<file path="src/io_map_pkg.sv">
// shared constants and carriers for the i/o function mapper
package io_map_pkg;
	localparam int NUM_DI = 8;
	localparam int NUM_DO = 5;
	localparam int CODE_W = 8;
	localparam int SOFT_W = 16;
	localparam int IRQ_W = 4;

	// register byte offsets, one aligned word each
	localparam logic [7:0] OFS_IN_FUNC0 = 8'h00;
	localparam logic [7:0] OFS_OUT_FUNC0 = 8'h20;
	localparam logic [7:0] OFS_SOFT_OUT = 8'h34;
	localparam logic [7:0] OFS_DI_LEVEL = 8'h38;
	localparam logic [7:0] OFS_IRQ_STAT = 8'h3c;
	localparam logic [7:0] OFS_IRQ_MASK = 8'h40;
	localparam logic [7:0] OFS_STEP = 8'h04;

	// input function codes
	localparam logic [7:0] DI_SERVO_ON = 8'h01;
	localparam logic [7:0] DI_ALARM_RESET = 8'h02;
	localparam logic [7:0] DI_MOVE_HOME = 8'h27;
	localparam logic [7:0] DI_JOG_FWD = 8'h37;
	localparam logic [7:0] DI_JOG_REV = 8'h38;
	localparam logic [7:0] DI_GEAR_SEL0 = 8'h43;
	localparam logic [7:0] DI_GEAR_SEL1 = 8'h44;
	localparam logic [7:0] DI_PULSE_INHIBIT = 8'h45;
	localparam logic [7:0] DI_MOTOR_STOP = 8'h46;

	// output function codes
	localparam logic [7:0] DO_SERVO_READY = 8'h01;
	localparam logic [7:0] DO_SERVO_ON = 8'h02;
	localparam logic [7:0] DO_ZERO_SPEED = 8'h03;
	localparam logic [7:0] DO_SPEED_REACHED = 8'h04;
	localparam logic [7:0] DO_POS_DONE = 8'h05;
	localparam logic [7:0] DO_TORQUE_LIMIT = 8'h06;
	localparam logic [7:0] DO_ALARM = 8'h07;
	localparam logic [7:0] DO_BRAKE = 8'h08;
	localparam logic [7:0] DO_HOME_DONE = 8'h09;
	localparam logic [7:0] DO_OVERLOAD = 8'h10;
	localparam logic [7:0] DO_WARNING = 8'h11;
	localparam logic [7:0] DO_POS_OVERFLOW = 8'h12;
	localparam logic [7:0] DO_REV_SOFT_LIMIT = 8'h13;
	localparam logic [7:0] DO_FWD_SOFT_LIMIT = 8'h14;
	localparam logic [7:0] DO_CMD_DONE = 8'h15;
	localparam logic [7:0] DO_CAPTURE_DONE = 8'h16;
	localparam logic [7:0] DO_MC_DONE = 8'h17;
	localparam logic [7:0] DO_SPEED_OK = 8'h19;
	localparam logic [3:0] DO_SOFT_GROUP = 4'h3;

	// reset values
	localparam logic [7:0] DI_RESET [NUM_DI] = '{8'h01, 8'h04, 8'h16,
		8'h17, 8'h02, 8'h22, 8'h23, 8'h21};
	localparam logic [7:0] DO_RESET [NUM_DO] = '{DO_SERVO_READY,
		DO_ZERO_SPEED, DO_HOME_DONE, DO_POS_DONE, DO_ALARM};
	localparam logic [15:0] SOFT_OUT_RESET = 16'h0000;
	localparam logic [3:0] IRQ_MASK_RESET = 4'h0;

	// interrupt status bits
	localparam int IRQ_CMD_DONE = 0;
	localparam int IRQ_CAPTURE = 1;
	localparam int IRQ_MC_DONE = 2;
	localparam int IRQ_ALARM = 3;

	typedef struct packed {
		logic servo_ready_flag;
		logic servo_on;
		logic zero_speed_flag;
		logic speed_reached;
		logic pos_done;
		logic torque_limit;
		logic alarm_flag;
		logic brake;
		logic home_done;
		logic overload_warn;
		logic warning;
		logic pos_overflow;
		logic rev_soft_limit;
		logic fwd_soft_limit;
		logic pos_cmd_done;
		logic capture_done;
		logic motion_control_done;
		logic speed_ok;
	} drive_status_s;

	typedef struct packed {
		logic servo_on_req;
		logic alarm_reset_req;
		logic move_home_request;
		logic jog_forward_input;
		logic jog_reverse_input;
		logic gear_numerator_select_bit1;
		logic gear_numerator_select_bit0;
		logic pulse_command_inhibit;
		logic motor_stop;
	} di_func_s;
endpackage

</file>
<file path="src/configurable_io_function_mapper.sv">
// function mapper for the drive's digital inputs and outputs
// Function
// - each input has its own function setting
// - each output has its own function setting
// - codes 0x43/0x44 drive gear select bits
// - code 0x15 shows stored position command done
// - code 0x16 shows capture completed
// - code 0x17 shows motion control completed
// - codes 0x30-0x3f mirror software output word bits
// - outputs default ready, zero speed, alarm
// - inputs default leaves codes 0x27-0x46 unassigned
// - pulse inhibit in position mode drops pulses
// - forward jog input commands forward jog
//
// Decided for this implementation: the placing of the registers and the APB slave port.
`timescale 1ns/1ns
module configurable_io_function_mapper (
	// clock and reset
	input wire logic pclk,
	input wire logic presetn,
	// apb slave
	input wire logic psel,
	input wire logic penable,
	input wire logic pwrite,
	input wire logic [7:0] paddr,
	input wire logic [31:0] pwdata,
	output logic [31:0] prdata,
	output logic pready,
	output logic pslverr,
	// controller pins
	input wire logic [7:0] digital_input,
	output logic [4:0] digital_output,
	// drive core
	input wire io_map_pkg::drive_status_s drive_status,
	input wire logic position_mode,
	input wire logic ext_pulse_cmd,
	output logic pulse_cmd_accepted,
	output io_map_pkg::di_func_s di_func,
	output logic irq
);
	localparam int NDI = io_map_pkg::NUM_DI;
	localparam int NDO = io_map_pkg::NUM_DO;
	localparam int IRQW = io_map_pkg::IRQ_W;
	localparam int SW = io_map_pkg::SOFT_W;

	logic [7:0] in_func_q [NDI];
	logic [7:0] out_func_q [NDO];
	logic [SW-1:0] software_output_word_q;
	logic [IRQW-1:0] irq_stat_q;
	logic [IRQW-1:0] irq_stat_d;
	logic [IRQW-1:0] irq_mask_q;
	logic [IRQW-1:0] rd_taken_q;
	logic [IRQW-1:0] ev_prev_q;
	logic [IRQW-1:0] ev_now;
	logic [IRQW-1:0] irq_ev;
	logic [NDI-1:0] di_level;
	logic [NDO-1:0] do_d;
	io_map_pkg::di_func_s func_d;
	logic access;
	logic done;
	logic wr;
	logic rdclr;
	logic hit;
	logic [31:0] rd_data;

	level_sync #(
		.W(NDI)
	) u_sync (
		.pclk(pclk),
		.presetn(presetn),
		.pin(digital_input),
		.level(di_level)
	);

	// apb handshake: one wait state, answer flopped
	assign access = psel & penable & ~pready;
	assign done = psel & penable & pready;
	assign wr = done & pwrite;
	assign rdclr = done & ~pwrite & (paddr == io_map_pkg::OFS_IRQ_STAT);

	always_comb begin
		rd_data = 32'h0000_0000;
		hit = 1'b0;
		for (int i = 0; i < NDI; i++) begin
			if (paddr == io_map_pkg::OFS_IN_FUNC0
					+ 8'(i) * io_map_pkg::OFS_STEP) begin
				rd_data[7:0] = in_func_q[i];
				hit = 1'b1;
			end
		end
		for (int i = 0; i < NDO; i++) begin
			if (paddr == io_map_pkg::OFS_OUT_FUNC0
					+ 8'(i) * io_map_pkg::OFS_STEP) begin
				rd_data[7:0] = out_func_q[i];
				hit = 1'b1;
			end
		end
		if (paddr == io_map_pkg::OFS_SOFT_OUT) begin
			rd_data[SW-1:0] = software_output_word_q;
			hit = 1'b1;
		end
		if (paddr == io_map_pkg::OFS_DI_LEVEL) begin
			rd_data[NDI-1:0] = di_level;
			hit = 1'b1;
		end
		if (paddr == io_map_pkg::OFS_IRQ_STAT) begin
			rd_data[IRQW-1:0] = irq_stat_q;
			hit = 1'b1;
		end
		if (paddr == io_map_pkg::OFS_IRQ_MASK) begin
			rd_data[IRQW-1:0] = irq_mask_q;
			hit = 1'b1;
		end
	end

	always_ff @(posedge pclk or negedge presetn) begin
		if (!presetn) begin
			pready <= 1'b0;
			pslverr <= 1'b0;
			prdata <= 32'h0000_0000;
		end else begin
			pready <= access;
			pslverr <= access & ~hit;
			if (access) begin
				prdata <= pwrite ? 32'h0000_0000 : rd_data;
			end
		end
	end

	// settings registers; each write touches only its own entry
	always_ff @(posedge pclk or negedge presetn) begin
		if (!presetn) begin
			for (int i = 0; i < NDI; i++) begin
				in_func_q[i] <= io_map_pkg::DI_RESET[i];
			end
			for (int i = 0; i < NDO; i++) begin
				out_func_q[i] <= io_map_pkg::DO_RESET[i];
			end
		end else if (wr) begin
			for (int i = 0; i < NDI; i++) begin
				if (paddr == io_map_pkg::OFS_IN_FUNC0
						+ 8'(i) * io_map_pkg::OFS_STEP) begin
					in_func_q[i] <= pwdata[7:0];
				end
			end
			for (int i = 0; i < NDO; i++) begin
				if (paddr == io_map_pkg::OFS_OUT_FUNC0
						+ 8'(i) * io_map_pkg::OFS_STEP) begin
					out_func_q[i] <= pwdata[7:0];
				end
			end
		end
	end

	always_ff @(posedge pclk or negedge presetn) begin
		if (!presetn) begin
			software_output_word_q <= io_map_pkg::SOFT_OUT_RESET;
			irq_mask_q <= io_map_pkg::IRQ_MASK_RESET;
		end else if (wr) begin
			if (paddr == io_map_pkg::OFS_SOFT_OUT) begin
				software_output_word_q <= pwdata[SW-1:0];
			end
			if (paddr == io_map_pkg::OFS_IRQ_MASK) begin
				irq_mask_q <= pwdata[IRQW-1:0];
			end
		end
	end

	// input decode: several inputs may share a code, levels are or-ed
	always_comb begin
		func_d = '0;
		for (int i = 0; i < NDI; i++) begin
			if (di_level[i]) begin
				case (in_func_q[i])
				io_map_pkg::DI_SERVO_ON: func_d.servo_on_req = 1'b1;
				io_map_pkg::DI_ALARM_RESET: func_d.alarm_reset_req = 1'b1;
				io_map_pkg::DI_MOVE_HOME: func_d.move_home_request = 1'b1;
				io_map_pkg::DI_JOG_FWD: func_d.jog_forward_input = 1'b1;
				io_map_pkg::DI_JOG_REV: func_d.jog_reverse_input = 1'b1;
				io_map_pkg::DI_GEAR_SEL0: begin
					func_d.gear_numerator_select_bit0 = 1'b1;
				end
				io_map_pkg::DI_GEAR_SEL1: begin
					func_d.gear_numerator_select_bit1 = 1'b1;
				end
				io_map_pkg::DI_PULSE_INHIBIT: begin
					func_d.pulse_command_inhibit = 1'b1;
				end
				io_map_pkg::DI_MOTOR_STOP: func_d.motor_stop = 1'b1;
				default: ;
				endcase
			end
		end
	end

	always_ff @(posedge pclk or negedge presetn) begin
		if (!presetn) begin
			di_func <= '0;
			pulse_cmd_accepted <= 1'b0;
		end else begin
			di_func <= func_d;
			// decoded value used directly so the inhibit costs no extra cycle
			pulse_cmd_accepted <= ext_pulse_cmd
				& ~(position_mode & func_d.pulse_command_inhibit);
		end
	end

	// output select
	function automatic logic out_level(
		input logic [7:0] code,
		input io_map_pkg::drive_status_s st,
		input logic [SW-1:0] sw
	);
		logic v;
		v = 1'b0;
		if (code[7:4] == io_map_pkg::DO_SOFT_GROUP) begin
			v = sw[code[3:0]];
		end else begin
			case (code)
			io_map_pkg::DO_SERVO_READY: v = st.servo_ready_flag;
			io_map_pkg::DO_SERVO_ON: v = st.servo_on;
			io_map_pkg::DO_ZERO_SPEED: v = st.zero_speed_flag;
			io_map_pkg::DO_SPEED_REACHED: v = st.speed_reached;
			io_map_pkg::DO_POS_DONE: v = st.pos_done;
			io_map_pkg::DO_TORQUE_LIMIT: v = st.torque_limit;
			io_map_pkg::DO_ALARM: v = st.alarm_flag;
			io_map_pkg::DO_BRAKE: v = st.brake;
			io_map_pkg::DO_HOME_DONE: v = st.home_done;
			io_map_pkg::DO_OVERLOAD: v = st.overload_warn;
			io_map_pkg::DO_WARNING: v = st.warning;
			io_map_pkg::DO_POS_OVERFLOW: v = st.pos_overflow;
			io_map_pkg::DO_REV_SOFT_LIMIT: v = st.rev_soft_limit;
			io_map_pkg::DO_FWD_SOFT_LIMIT: v = st.fwd_soft_limit;
			io_map_pkg::DO_CMD_DONE: v = st.pos_cmd_done;
			io_map_pkg::DO_CAPTURE_DONE: v = st.capture_done;
			io_map_pkg::DO_MC_DONE: v = st.motion_control_done;
			io_map_pkg::DO_SPEED_OK: v = st.speed_ok;
			default: v = 1'b0;
			endcase
		end
		return v;
	endfunction

	genvar g;
	generate
		for (g = 0; g < NDO; g++) begin : g_out
			assign do_d[g] = out_level(out_func_q[g], drive_status,
				software_output_word_q);
		end
	endgenerate

	always_ff @(posedge pclk or negedge presetn) begin
		if (!presetn) begin
			digital_output <= '0;
		end else begin
			digital_output <= do_d;
		end
	end

	// completion and alarm events, rising edges only
	assign ev_now[io_map_pkg::IRQ_CMD_DONE] = drive_status.pos_cmd_done;
	assign ev_now[io_map_pkg::IRQ_CAPTURE] = drive_status.capture_done;
	assign ev_now[io_map_pkg::IRQ_MC_DONE] =
		drive_status.motion_control_done;
	assign ev_now[io_map_pkg::IRQ_ALARM] = drive_status.alarm_flag;
	assign irq_ev = ev_now & ~ev_prev_q;
	// clear only what the read returned, so a later event is never lost
	assign irq_stat_d = (irq_stat_q & ~(rdclr ? rd_taken_q : '0)) | irq_ev;

	always_ff @(posedge pclk or negedge presetn) begin
		if (!presetn) begin
			ev_prev_q <= '0;
			irq_stat_q <= '0;
			rd_taken_q <= '0;
			irq <= 1'b0;
		end else begin
			ev_prev_q <= ev_now;
			irq_stat_q <= irq_stat_d;
			if (access) begin
				rd_taken_q <= (!pwrite
					&& paddr == io_map_pkg::OFS_IRQ_STAT) ? irq_stat_q : '0;
			end
			irq <= |(irq_stat_d & irq_mask_q);
		end
	end

	// checking helpers
	logic rst_seen_q;
	logic sw_sel0;
	logic known3;
	logic wr_out0;
	logic [7:0] pwdata_lo;
	assign sw_sel0 = software_output_word_q[out_func_q[0][3:0]];
	assign known3 = (out_func_q[3][7:4] == io_map_pkg::DO_SOFT_GROUP)
		|| (out_func_q[3] inside {[8'h01:8'h09], [8'h10:8'h17], 8'h19});
	assign wr_out0 = wr && paddr == io_map_pkg::OFS_OUT_FUNC0;
	assign pwdata_lo = pwdata[7:0];

	always_ff @(posedge pclk or negedge presetn) begin
		if (!presetn) begin
			rst_seen_q <= 1'b0;
		end else begin
			rst_seen_q <= 1'b1;
		end
	end

	a_gear_bit0: assert property (@(posedge pclk) disable iff (!presetn)
		(di_level[3] && in_func_q[3] == io_map_pkg::DI_GEAR_SEL0)
		|=> di_func.gear_numerator_select_bit0)
		else $error("gear select bit 0 not driven");
	a_gear_bit1: assert property (@(posedge pclk) disable iff (!presetn)
		(di_level[4] && in_func_q[4] == io_map_pkg::DI_GEAR_SEL1)
		|=> di_func.gear_numerator_select_bit1)
		else $error("gear select bit 1 not driven");
	a_cmd_done_out: assert property (@(posedge pclk) disable iff (!presetn)
		(out_func_q[0] == io_map_pkg::DO_CMD_DONE)
		|=> digital_output[0] == $past(drive_status.pos_cmd_done))
		else $error("output 1 does not follow command done");
	a_capture_out: assert property (@(posedge pclk) disable iff (!presetn)
		(out_func_q[1] == io_map_pkg::DO_CAPTURE_DONE)
		|=> digital_output[1] == $past(drive_status.capture_done))
		else $error("output 2 does not follow capture done");
	a_mc_done_out: assert property (@(posedge pclk) disable iff (!presetn)
		(out_func_q[2] == io_map_pkg::DO_MC_DONE
		&& $rose(drive_status.motion_control_done))
		|=> $rose(digital_output[2]))
		else $error("output 3 missed motion control done");
	a_soft_mirror: assert property (@(posedge pclk) disable iff (!presetn)
		(out_func_q[0][7:4] == io_map_pkg::DO_SOFT_GROUP)
		|=> digital_output[0] == $past(sw_sel0))
		else $error("output 1 does not mirror software word bit");
	a_default_map: assert property (@(posedge pclk) disable iff (!presetn)
		!rst_seen_q |-> out_func_q[0] == io_map_pkg::DO_SERVO_READY
		&& out_func_q[1] == io_map_pkg::DO_ZERO_SPEED
		&& out_func_q[4] == io_map_pkg::DO_ALARM)
		else $error("output defaults wrong after reset");
	a_default_in: assert property (@(posedge pclk) disable iff (!presetn)
		!rst_seen_q |-> !(in_func_q[0] inside {[8'h27:8'h46]})
		&& !(in_func_q[7] inside {[8'h27:8'h46]}))
		else $error("input default uses an unassigned code");
	a_pulse_inhibit: assert property (@(posedge pclk) disable iff (!presetn)
		(position_mode && func_d.pulse_command_inhibit)
		|=> !pulse_cmd_accepted)
		else $error("pulse passed while inhibited");
	a_jog_forward: assert property (@(posedge pclk) disable iff (!presetn)
		(di_level[1] && in_func_q[1] == io_map_pkg::DI_JOG_FWD)
		|=> di_func.jog_forward_input)
		else $error("forward jog not commanded");
	a_unknown_code: assert property (@(posedge pclk) disable iff (!presetn)
		!known3 |=> !digital_output[3])
		else $error("undefined output code drove output 4");
	a_setting_next: assert property (@(posedge pclk) disable iff (!presetn)
		wr_out0 |=> out_func_q[0] == $past(pwdata_lo)
		&& out_func_q[1] == $past(out_func_q[1]))
		else $error("output 1 setting not taken next cycle");
endmodule

</file>
<file path="src/level_sync.sv">
// two-stage synchroniser for the controller's input pins
`timescale 1ns/1ns
module level_sync #(
	parameter int W = 8
) (
	// clock and reset
	input wire logic pclk,
	input wire logic presetn,
	// pins and synchronised levels
	input wire logic [W-1:0] pin,
	output logic [W-1:0] level
);
	logic [W-1:0] meta_q;

	// first stage feeds only the second
	always_ff @(posedge pclk or negedge presetn) begin
		if (!presetn) begin
			meta_q <= '0;
			level <= '0;
		end else begin
			meta_q <= pin;
			level <= meta_q;
		end
	end
endmodule

</file>
<file path="config.mk">
export PLATFORM = sky130hd
export DESIGN_NAME = configurable_io_function_mapper
export DESIGN_NICKNAME = d
export VERILOG_FILES = /design/src/io_map_pkg.sv /design/src/configurable_io_function_mapper.sv /design/src/level_sync.sv
export SDC_FILE = /design/constraint.sdc
export NUM_CORES = 1
export LEC_CHECK = 0
export ABC_CLOCK_PERIOD_IN_PS = 2300
export BUFFER_PORTS_ARGS = -buffer_cell sky130_fd_sc_hd__buf_4
export CAP_MARGIN = 20
export CORE_MARGIN = 2
export CORE_UTILIZATION = 55
export CTS_BUF_LIST = sky130_fd_sc_hd__clkbuf_4 sky130_fd_sc_hd__clkbuf_8
export DETAILED_ROUTE_END_ITERATION = 12
export PLACE_DENSITY = 0.81
export SLEW_MARGIN = 20
export SYNTH_ARGS = -nofsm -noshare
export SYNTH_HDL_FRONTEND = slang
export SYNTH_SLANG_ARGS = --single-unit
</file>
<file path="constraint.sdc">
create_clock -name pclk -period 2.3 [get_ports pclk]
set_clock_uncertainty 0.2 [all_clocks]
set_input_delay 0.69 -clock pclk [delete_from_list [all_inputs] [get_ports pclk]]
set_output_delay 0.69 -clock pclk [all_outputs]
set_load 0.1 [all_outputs]
</file>
* Word-level counts from Yosys, hierarchy flattened
Cells that the tools add are included.
** Storage, ports and cells
- Input port bits :: 73
- Output and inout bits :: 50
- Register bits after elaboration :: 202
- Word-level logic and storage cells :: 398
** Cells by class
- Bitwise operators :: 19
- Mux-type cells :: 137
- Magnitude comparators :: 5
- Reduce and logical (&&, ||, !) cells :: 19
- Equal/unequal tests :: 183
** Operators by type and width (count)
- == test 8 x 5 -> 1 bit, second input constant :: 49
- == test 8 x 7 -> 1 bit, second input constant :: 33
- == test 8 x 6 -> 1 bit, second input constant :: 32
- == test 8 x 3 -> 1 bit, second input constant :: 21
- == test 8 x 2 -> 1 bit, second input constant :: 18
- 2-to-1 mux 8 bit :: 14
- == test 8 x 1 -> 1 bit, second input constant :: 13
- 2-to-1 mux 1 bit :: 99
- == test 8 x 4 -> 1 bit, second input constant :: 12
- case mux 1 bit (18 select lines) :: 5
- 2-to-1 mux 9 bit :: 8
- 2-to-1 mux 16 bit :: 2
- AND reduction 2 bit :: 15
- less-than comparator 4 x 5 -> 1 bit, second input constant :: 5
- binary-select mux 1 bit (select 4 bit) :: 5
- == test 4 x 2 -> 1 bit, second input constant :: 5
- 2-to-1 mux 4 bit :: 4
- bitwise AND 4 bit :: 3
- bitwise AND 1 bit :: 9
- logical NOT 8 bit :: 1
- NOT 4 bit :: 2
- NOT 1 bit :: 4
- OR 4 bit :: 1
- OR reduction 4 bit :: 1
- 2 further kinds :: 2

* Logic depth before layout (Yosys ltp)
- Depth in word-level cells :: 20
- Mapped depth :: 8
- Gate-level depth less buffers :: 5

* Hierarchy
A second synthesis with hierarchy kept.
** Unflattened totals
- Cells, all modules :: 1037
- Area total of the unflattened synthesis :: 11295.8 µm²
** By module, submodules not included
- configurable_io_function_mapper :: times used 1, seq. area each 4287.9 µm², area an instance 10895.4 µm², cells each 1021
- level_sync :: times used 1, seq. area each 400.4 µm², area an instance 400.4 µm², cells each 16

* Worst setup path after synthesis
OpenSTA, ideal clock, no wires.
- Path type :: reg2reg
- Start point :: register pready
- End point :: register in_func_q[1] in the netlist's numbering
- Library setup time :: 125 ps
- Required time :: 1975 ps
- Arrival time :: 2265 ps
- Buffers on the path :: 0
- Period minus slack after synthesis :: 2590 ps
- Setup slack :: -290 ps
- Cell stages (with the launch flop) :: 6
- Cells stage by stage :: dfrtp_1 -> nand2_1 -> nor2_2 -> nand2_1 -> nor2_2 -> mux2_2
** Between the ends
- Cells in the longest elaborated chain, start to end :: 3
** Ends and longest elaborated chain
- start: declaration :: line configurable_io_function_mapper.sv:28 : output logic pready,
- start signal: assignment :: line configurable_io_function_mapper.sv:122 : pready <= access;
- bitwise AND 1 bit :: line configurable_io_function_mapper.sv:77 : assign done = psel & penable & pready;
- bitwise AND 1 bit :: line configurable_io_function_mapper.sv:78 : assign wr = done & pwrite;
- AND reduction 2 bit (no line)
- end signal: indexed assignment :: line configurable_io_function_mapper.sv:134 : in_func_q[i] <= io_map_pkg::DI_RESET[i];
- end signal: indexed assignment :: line configurable_io_function_mapper.sv:143 : in_func_q[i] <= pwdata[7:0];
- end: declaration :: line configurable_io_function_mapper.sv:46 : logic [7:0] in_func_q [NDI];
No other way between the ends.
A chain may end at the register's enable or synchronous reset.

* Worst setup path in the final report
- Start point :: register out_func_q[32] in the netlist's numbering
- End point :: register digital_output[0]
** Between the ends
- Cells in the longest elaborated chain, start to end :: 3
- Elaborated cells between the ends (all ways) :: 22
- Those cells by class :: 18 x eq/ne; 4 x mux
** Ends and longest elaborated chain
- start: declaration :: line configurable_io_function_mapper.sv:47 : logic [7:0] out_func_q [NDO];
- start signal: indexed assignment :: line configurable_io_function_mapper.sv:137 : out_func_q[i] <= io_map_pkg::DO_RESET[i];
- start signal: indexed assignment :: line configurable_io_function_mapper.sv:149 : out_func_q[i] <= pwdata[7:0];
- == test 8 x 5 -> 1 bit (tied with other cells) :: line configurable_io_function_mapper.sv:219 : case (code)
- case mux 1 bit (18 select lines) / 2-to-1 mux 1 bit (equally long branches) :: line configurable_io_function_mapper.sv:219, configurable_io_function_mapper.sv:217
- 2-to-1 mux 1 bit * :: line configurable_io_function_mapper.sv:216 : if (code[7:4] == io_map_pkg::DO_SOFT_GROUP) begin
- via do_d[0] :: line configurable_io_function_mapper.sv:57 : logic [NDO-1:0] do_d;
- end signal: assignment :: line configurable_io_function_mapper.sv:256 : digital_output <= do_d;
- end: declaration :: line configurable_io_function_mapper.sv:32 : output logic [4:0] digital_output,
Mark *: on every way through the listed nets, which the timed path passes. The rest lies on a longest branch. The select of a mux whose other input is x is not followed.

==> flow_summary.ini <==
[sta]
hold_viol = 0
period_minus_slack_ns = 2.43
final.period_utilization = 1.06
slew_headroom = 0.488
rsz0062_at_grt = true
fmax_mhz = 412
fin_ws_ns = -0.128
hold_slack_ns = 0.0883
worst_slew_pin_slew_ns = 0.757
slew_violations = 0
finalSetupViolCount = 3

[critical_path]
cp_top_family = compound AO/OA/AOI/OAI gates
r2r_setup_slack_ns = -0.13
crit_type = flip-flop to flip-flop
crit_end = digital_output[0]
end_kind = flip-flop
worst_r2r_path_depth = 6
max_stage_delay_ns = 0.67
start_kind = flip-flop
crit_start = out_func_q[32]
crit_buf_inv = 2
crit_slowest_cell = dfstp_2
worst_ep_required_time_ns = 2.46
path_depth = 6
cp_data_arrival_time_ns = 2.59
crit_chain = buf_4 > mux4_2 > inv_1 > a221oi_1 > o32ai_2 > a2111oi_4
path_max_fanout = 7
r2r_start = out_func_q[32]
r2r-end = digital_output[0]

[synth]
synth_area_sq_um = 11400
synth-main-ff-cell = dfrtp_1
synth_top_family_by_area = multiplexers
synth-warning-count = 0
seq_area_frac_synth = 0.412
synth_cell_types = 80
synth_compound_area_frac = 0.130
synth_mux_area_frac = 0.223
syn_area_per_cell_sq_um = 11.0
synthAdderAreaFrac = 0
synth_cells = 1037
yosysTopAreaCellShare = 0.350
yosys.area.top_type = dfrtp_1
async_flop_share = 1.00
synth-simple-area-share = 0.184
synth_xor_area_frac = 0.000770
synth.ff_latch_count = 186
synth_edf_count = 0
synth.area.top_cells = dfrtp_1, mux2_2, mux4_2

[clock_tree]
cts-root-buf = clkbuf_8
cts_max_path_buffers = 2
cts_inserted_buffers = 17
clk_pin_slew_worst_paths_ns = 0.11
cts_tree = built
h-tree-depth = 4
cts.sinks = 186
clk_latency_ns = 0.50

[global_routing]
antenna_found_initial = 1
grt_overflow = 0
grt_usage = 0.363
grt_pass1_wl_um = 60000
grt_pass1_vias = 9952
grt_max_degree = 51

[floorplan]
start_util = 0.561
pin_count = 123
die_x_um = 148
chipHeight_um = 148
die_area_sq_um = 21900
coreArea_sq_um = 20300
rows = 52

[placement]
io_buffers = 90
gp_congestion = 1.03
dp_hpwl_um = 28700
place_ws_ns = -0.440
placed_area_sq_um = 13500

[cells_and_area]
drive_gt1_frac = 0.429
mostFrequentLayoutCells = buf_4, dfrtp_1, mux2_2
final_cell_area_sq_um = 14100
num-nets-final = 1316
final_common_cell = buf_4
syn_to_final_growth_pct = 24.2

[power_and_ir_drop]
combPwrFrac = 0.130
netSwitchingPower_mw = 2.00
pwr-share-seq = 0.504
internal_power_mw = 4.63
worst_ir_drop_vdd_uv = 442
power_density_nw_per_um2 = 469
p_total_mw = 6.63
switching_share = 0.302
leakagePower_nw = 6.15
clock_power_share = 0.366

[routing]
drc = 0
routed_wl_um = 39500
dr.pass1.iters = 6
wl_per_cell_um = 25.9
antenna_left = 0
via_count = 10434
via_per_inst = 6.83
drt_iter0_markers = 1442

[worst_hold_path]
hold_depth = 1
hold_path_class = input port to flip-flop

[job]
drv_cap = 0

[status]
violations = setup timing
status = finished with violations
-- layout make-up --
cell class              count  area [sq um]
diodes                      1          2.50
fillers                  1507          6160
flip-flops and latches    186          4690
multi-input cells         750          6440
clock buffers              17           234
inverters                  23          86.3
repair buffers            265          2150
well taps                 270           338
clock inverters            15           199
-- worst min-delay path by stage --
stage	start	to	slack, ns
after floorplan	u_sync.meta_q[0]	u_sync.level[0]	0.13
after global placement	u_sync.meta_q[7]	u_sync.level[7]	0.13
after detailed placement	u_sync.meta_q[5]	u_sync.level[5]	0.13
after CTS	digital_input[6]	u_sync.meta_q[6]	0.08
after global routing	digital_input[5]	u_sync.meta_q[5]	0.07
final	digital_input[6]	u_sync.meta_q[6]	0.09
-- repair_timing --
item	CTS	global route
setup buffers	4	4
hold buffers	1	0
endpoints found under the hold margin	27	0
gates resized for setup	12	12
endpoints found under the setup margin	4	9
pin swaps	6	4
-- power groups by stage --
stage	logic, mW	registers [mW]	clock network, mW
after floorplan	0.390	3.45	0
after global placement	0.821	3.40	0
after detailed placement	0.833	3.40	0
after CTS	0.839	3.34	2.43
after global routing	0.898	3.35	2.57
final	0.859	3.34	2.43
-- metal layers --
| layer | vias up | track usage | share of wire |
|---|---|---|---|
| met2 | 752 | 0.541 | 0.44 |
| li1 | 4387 | - | - |
| met4 | 0 | 0.110 | 0.033 |
| met3 | 118 | 0.0929 | 0.12 |
| met5 | - | 0 | 0 |
| met1 | 5177 | 0.526 | 0.40 |
-- registers in the layout, summed over array words and instances, names as in the netlist --
signal / flops
in_func_q: 64
out_func_q: 40
prdata: 16
software_output_word_q: 16
di_func: 9
u_sync.level: 8
u_sync.meta_q: 8
digital_output: 5
ev_prev_q: 4
irq_mask_q: 4
irq_stat_q: 4
rd_taken_q: 4
irq: 1
pready: 1
pslverr: 1
pulse_cmd_accepted: 1
-- logic make-up (layout without fill, tap and decap cells) --
group	count (synthesis)	count (layout)
AOI/OAI and AO/OA	198	198
DFF	186	186
xor gates and xnor gates	1	1
buffers and inverters	116	320
muxes	189	189
other	1	17
and+or+nand+nor	346	346
-- per-stage QoR --
step           cells  utilization  setup TNS, ns
3_3_place_gp    1486        0.667         -37.91
4_1_cts         1522        0.692        -0.0312
5_1_grt         1526        0.696         -0.294
3_5_place_dp    1486        0.667         -40.92
6_report        1527        0.696         -0.152
2_1_floorplan   1052            -          -7.00
-- synth_stat cells, types with 25 or more instances --
cell type    n
buf_2       25
nor2_1      52
mux2_2     129
buf_4       25
dfrtp_1    159
clkbuf_1    37
nor3_1      35
nand3_1     33
nand2_1     54
mux4_2      35
dfstp_2     27
Power figures use the tool's default switching activity.
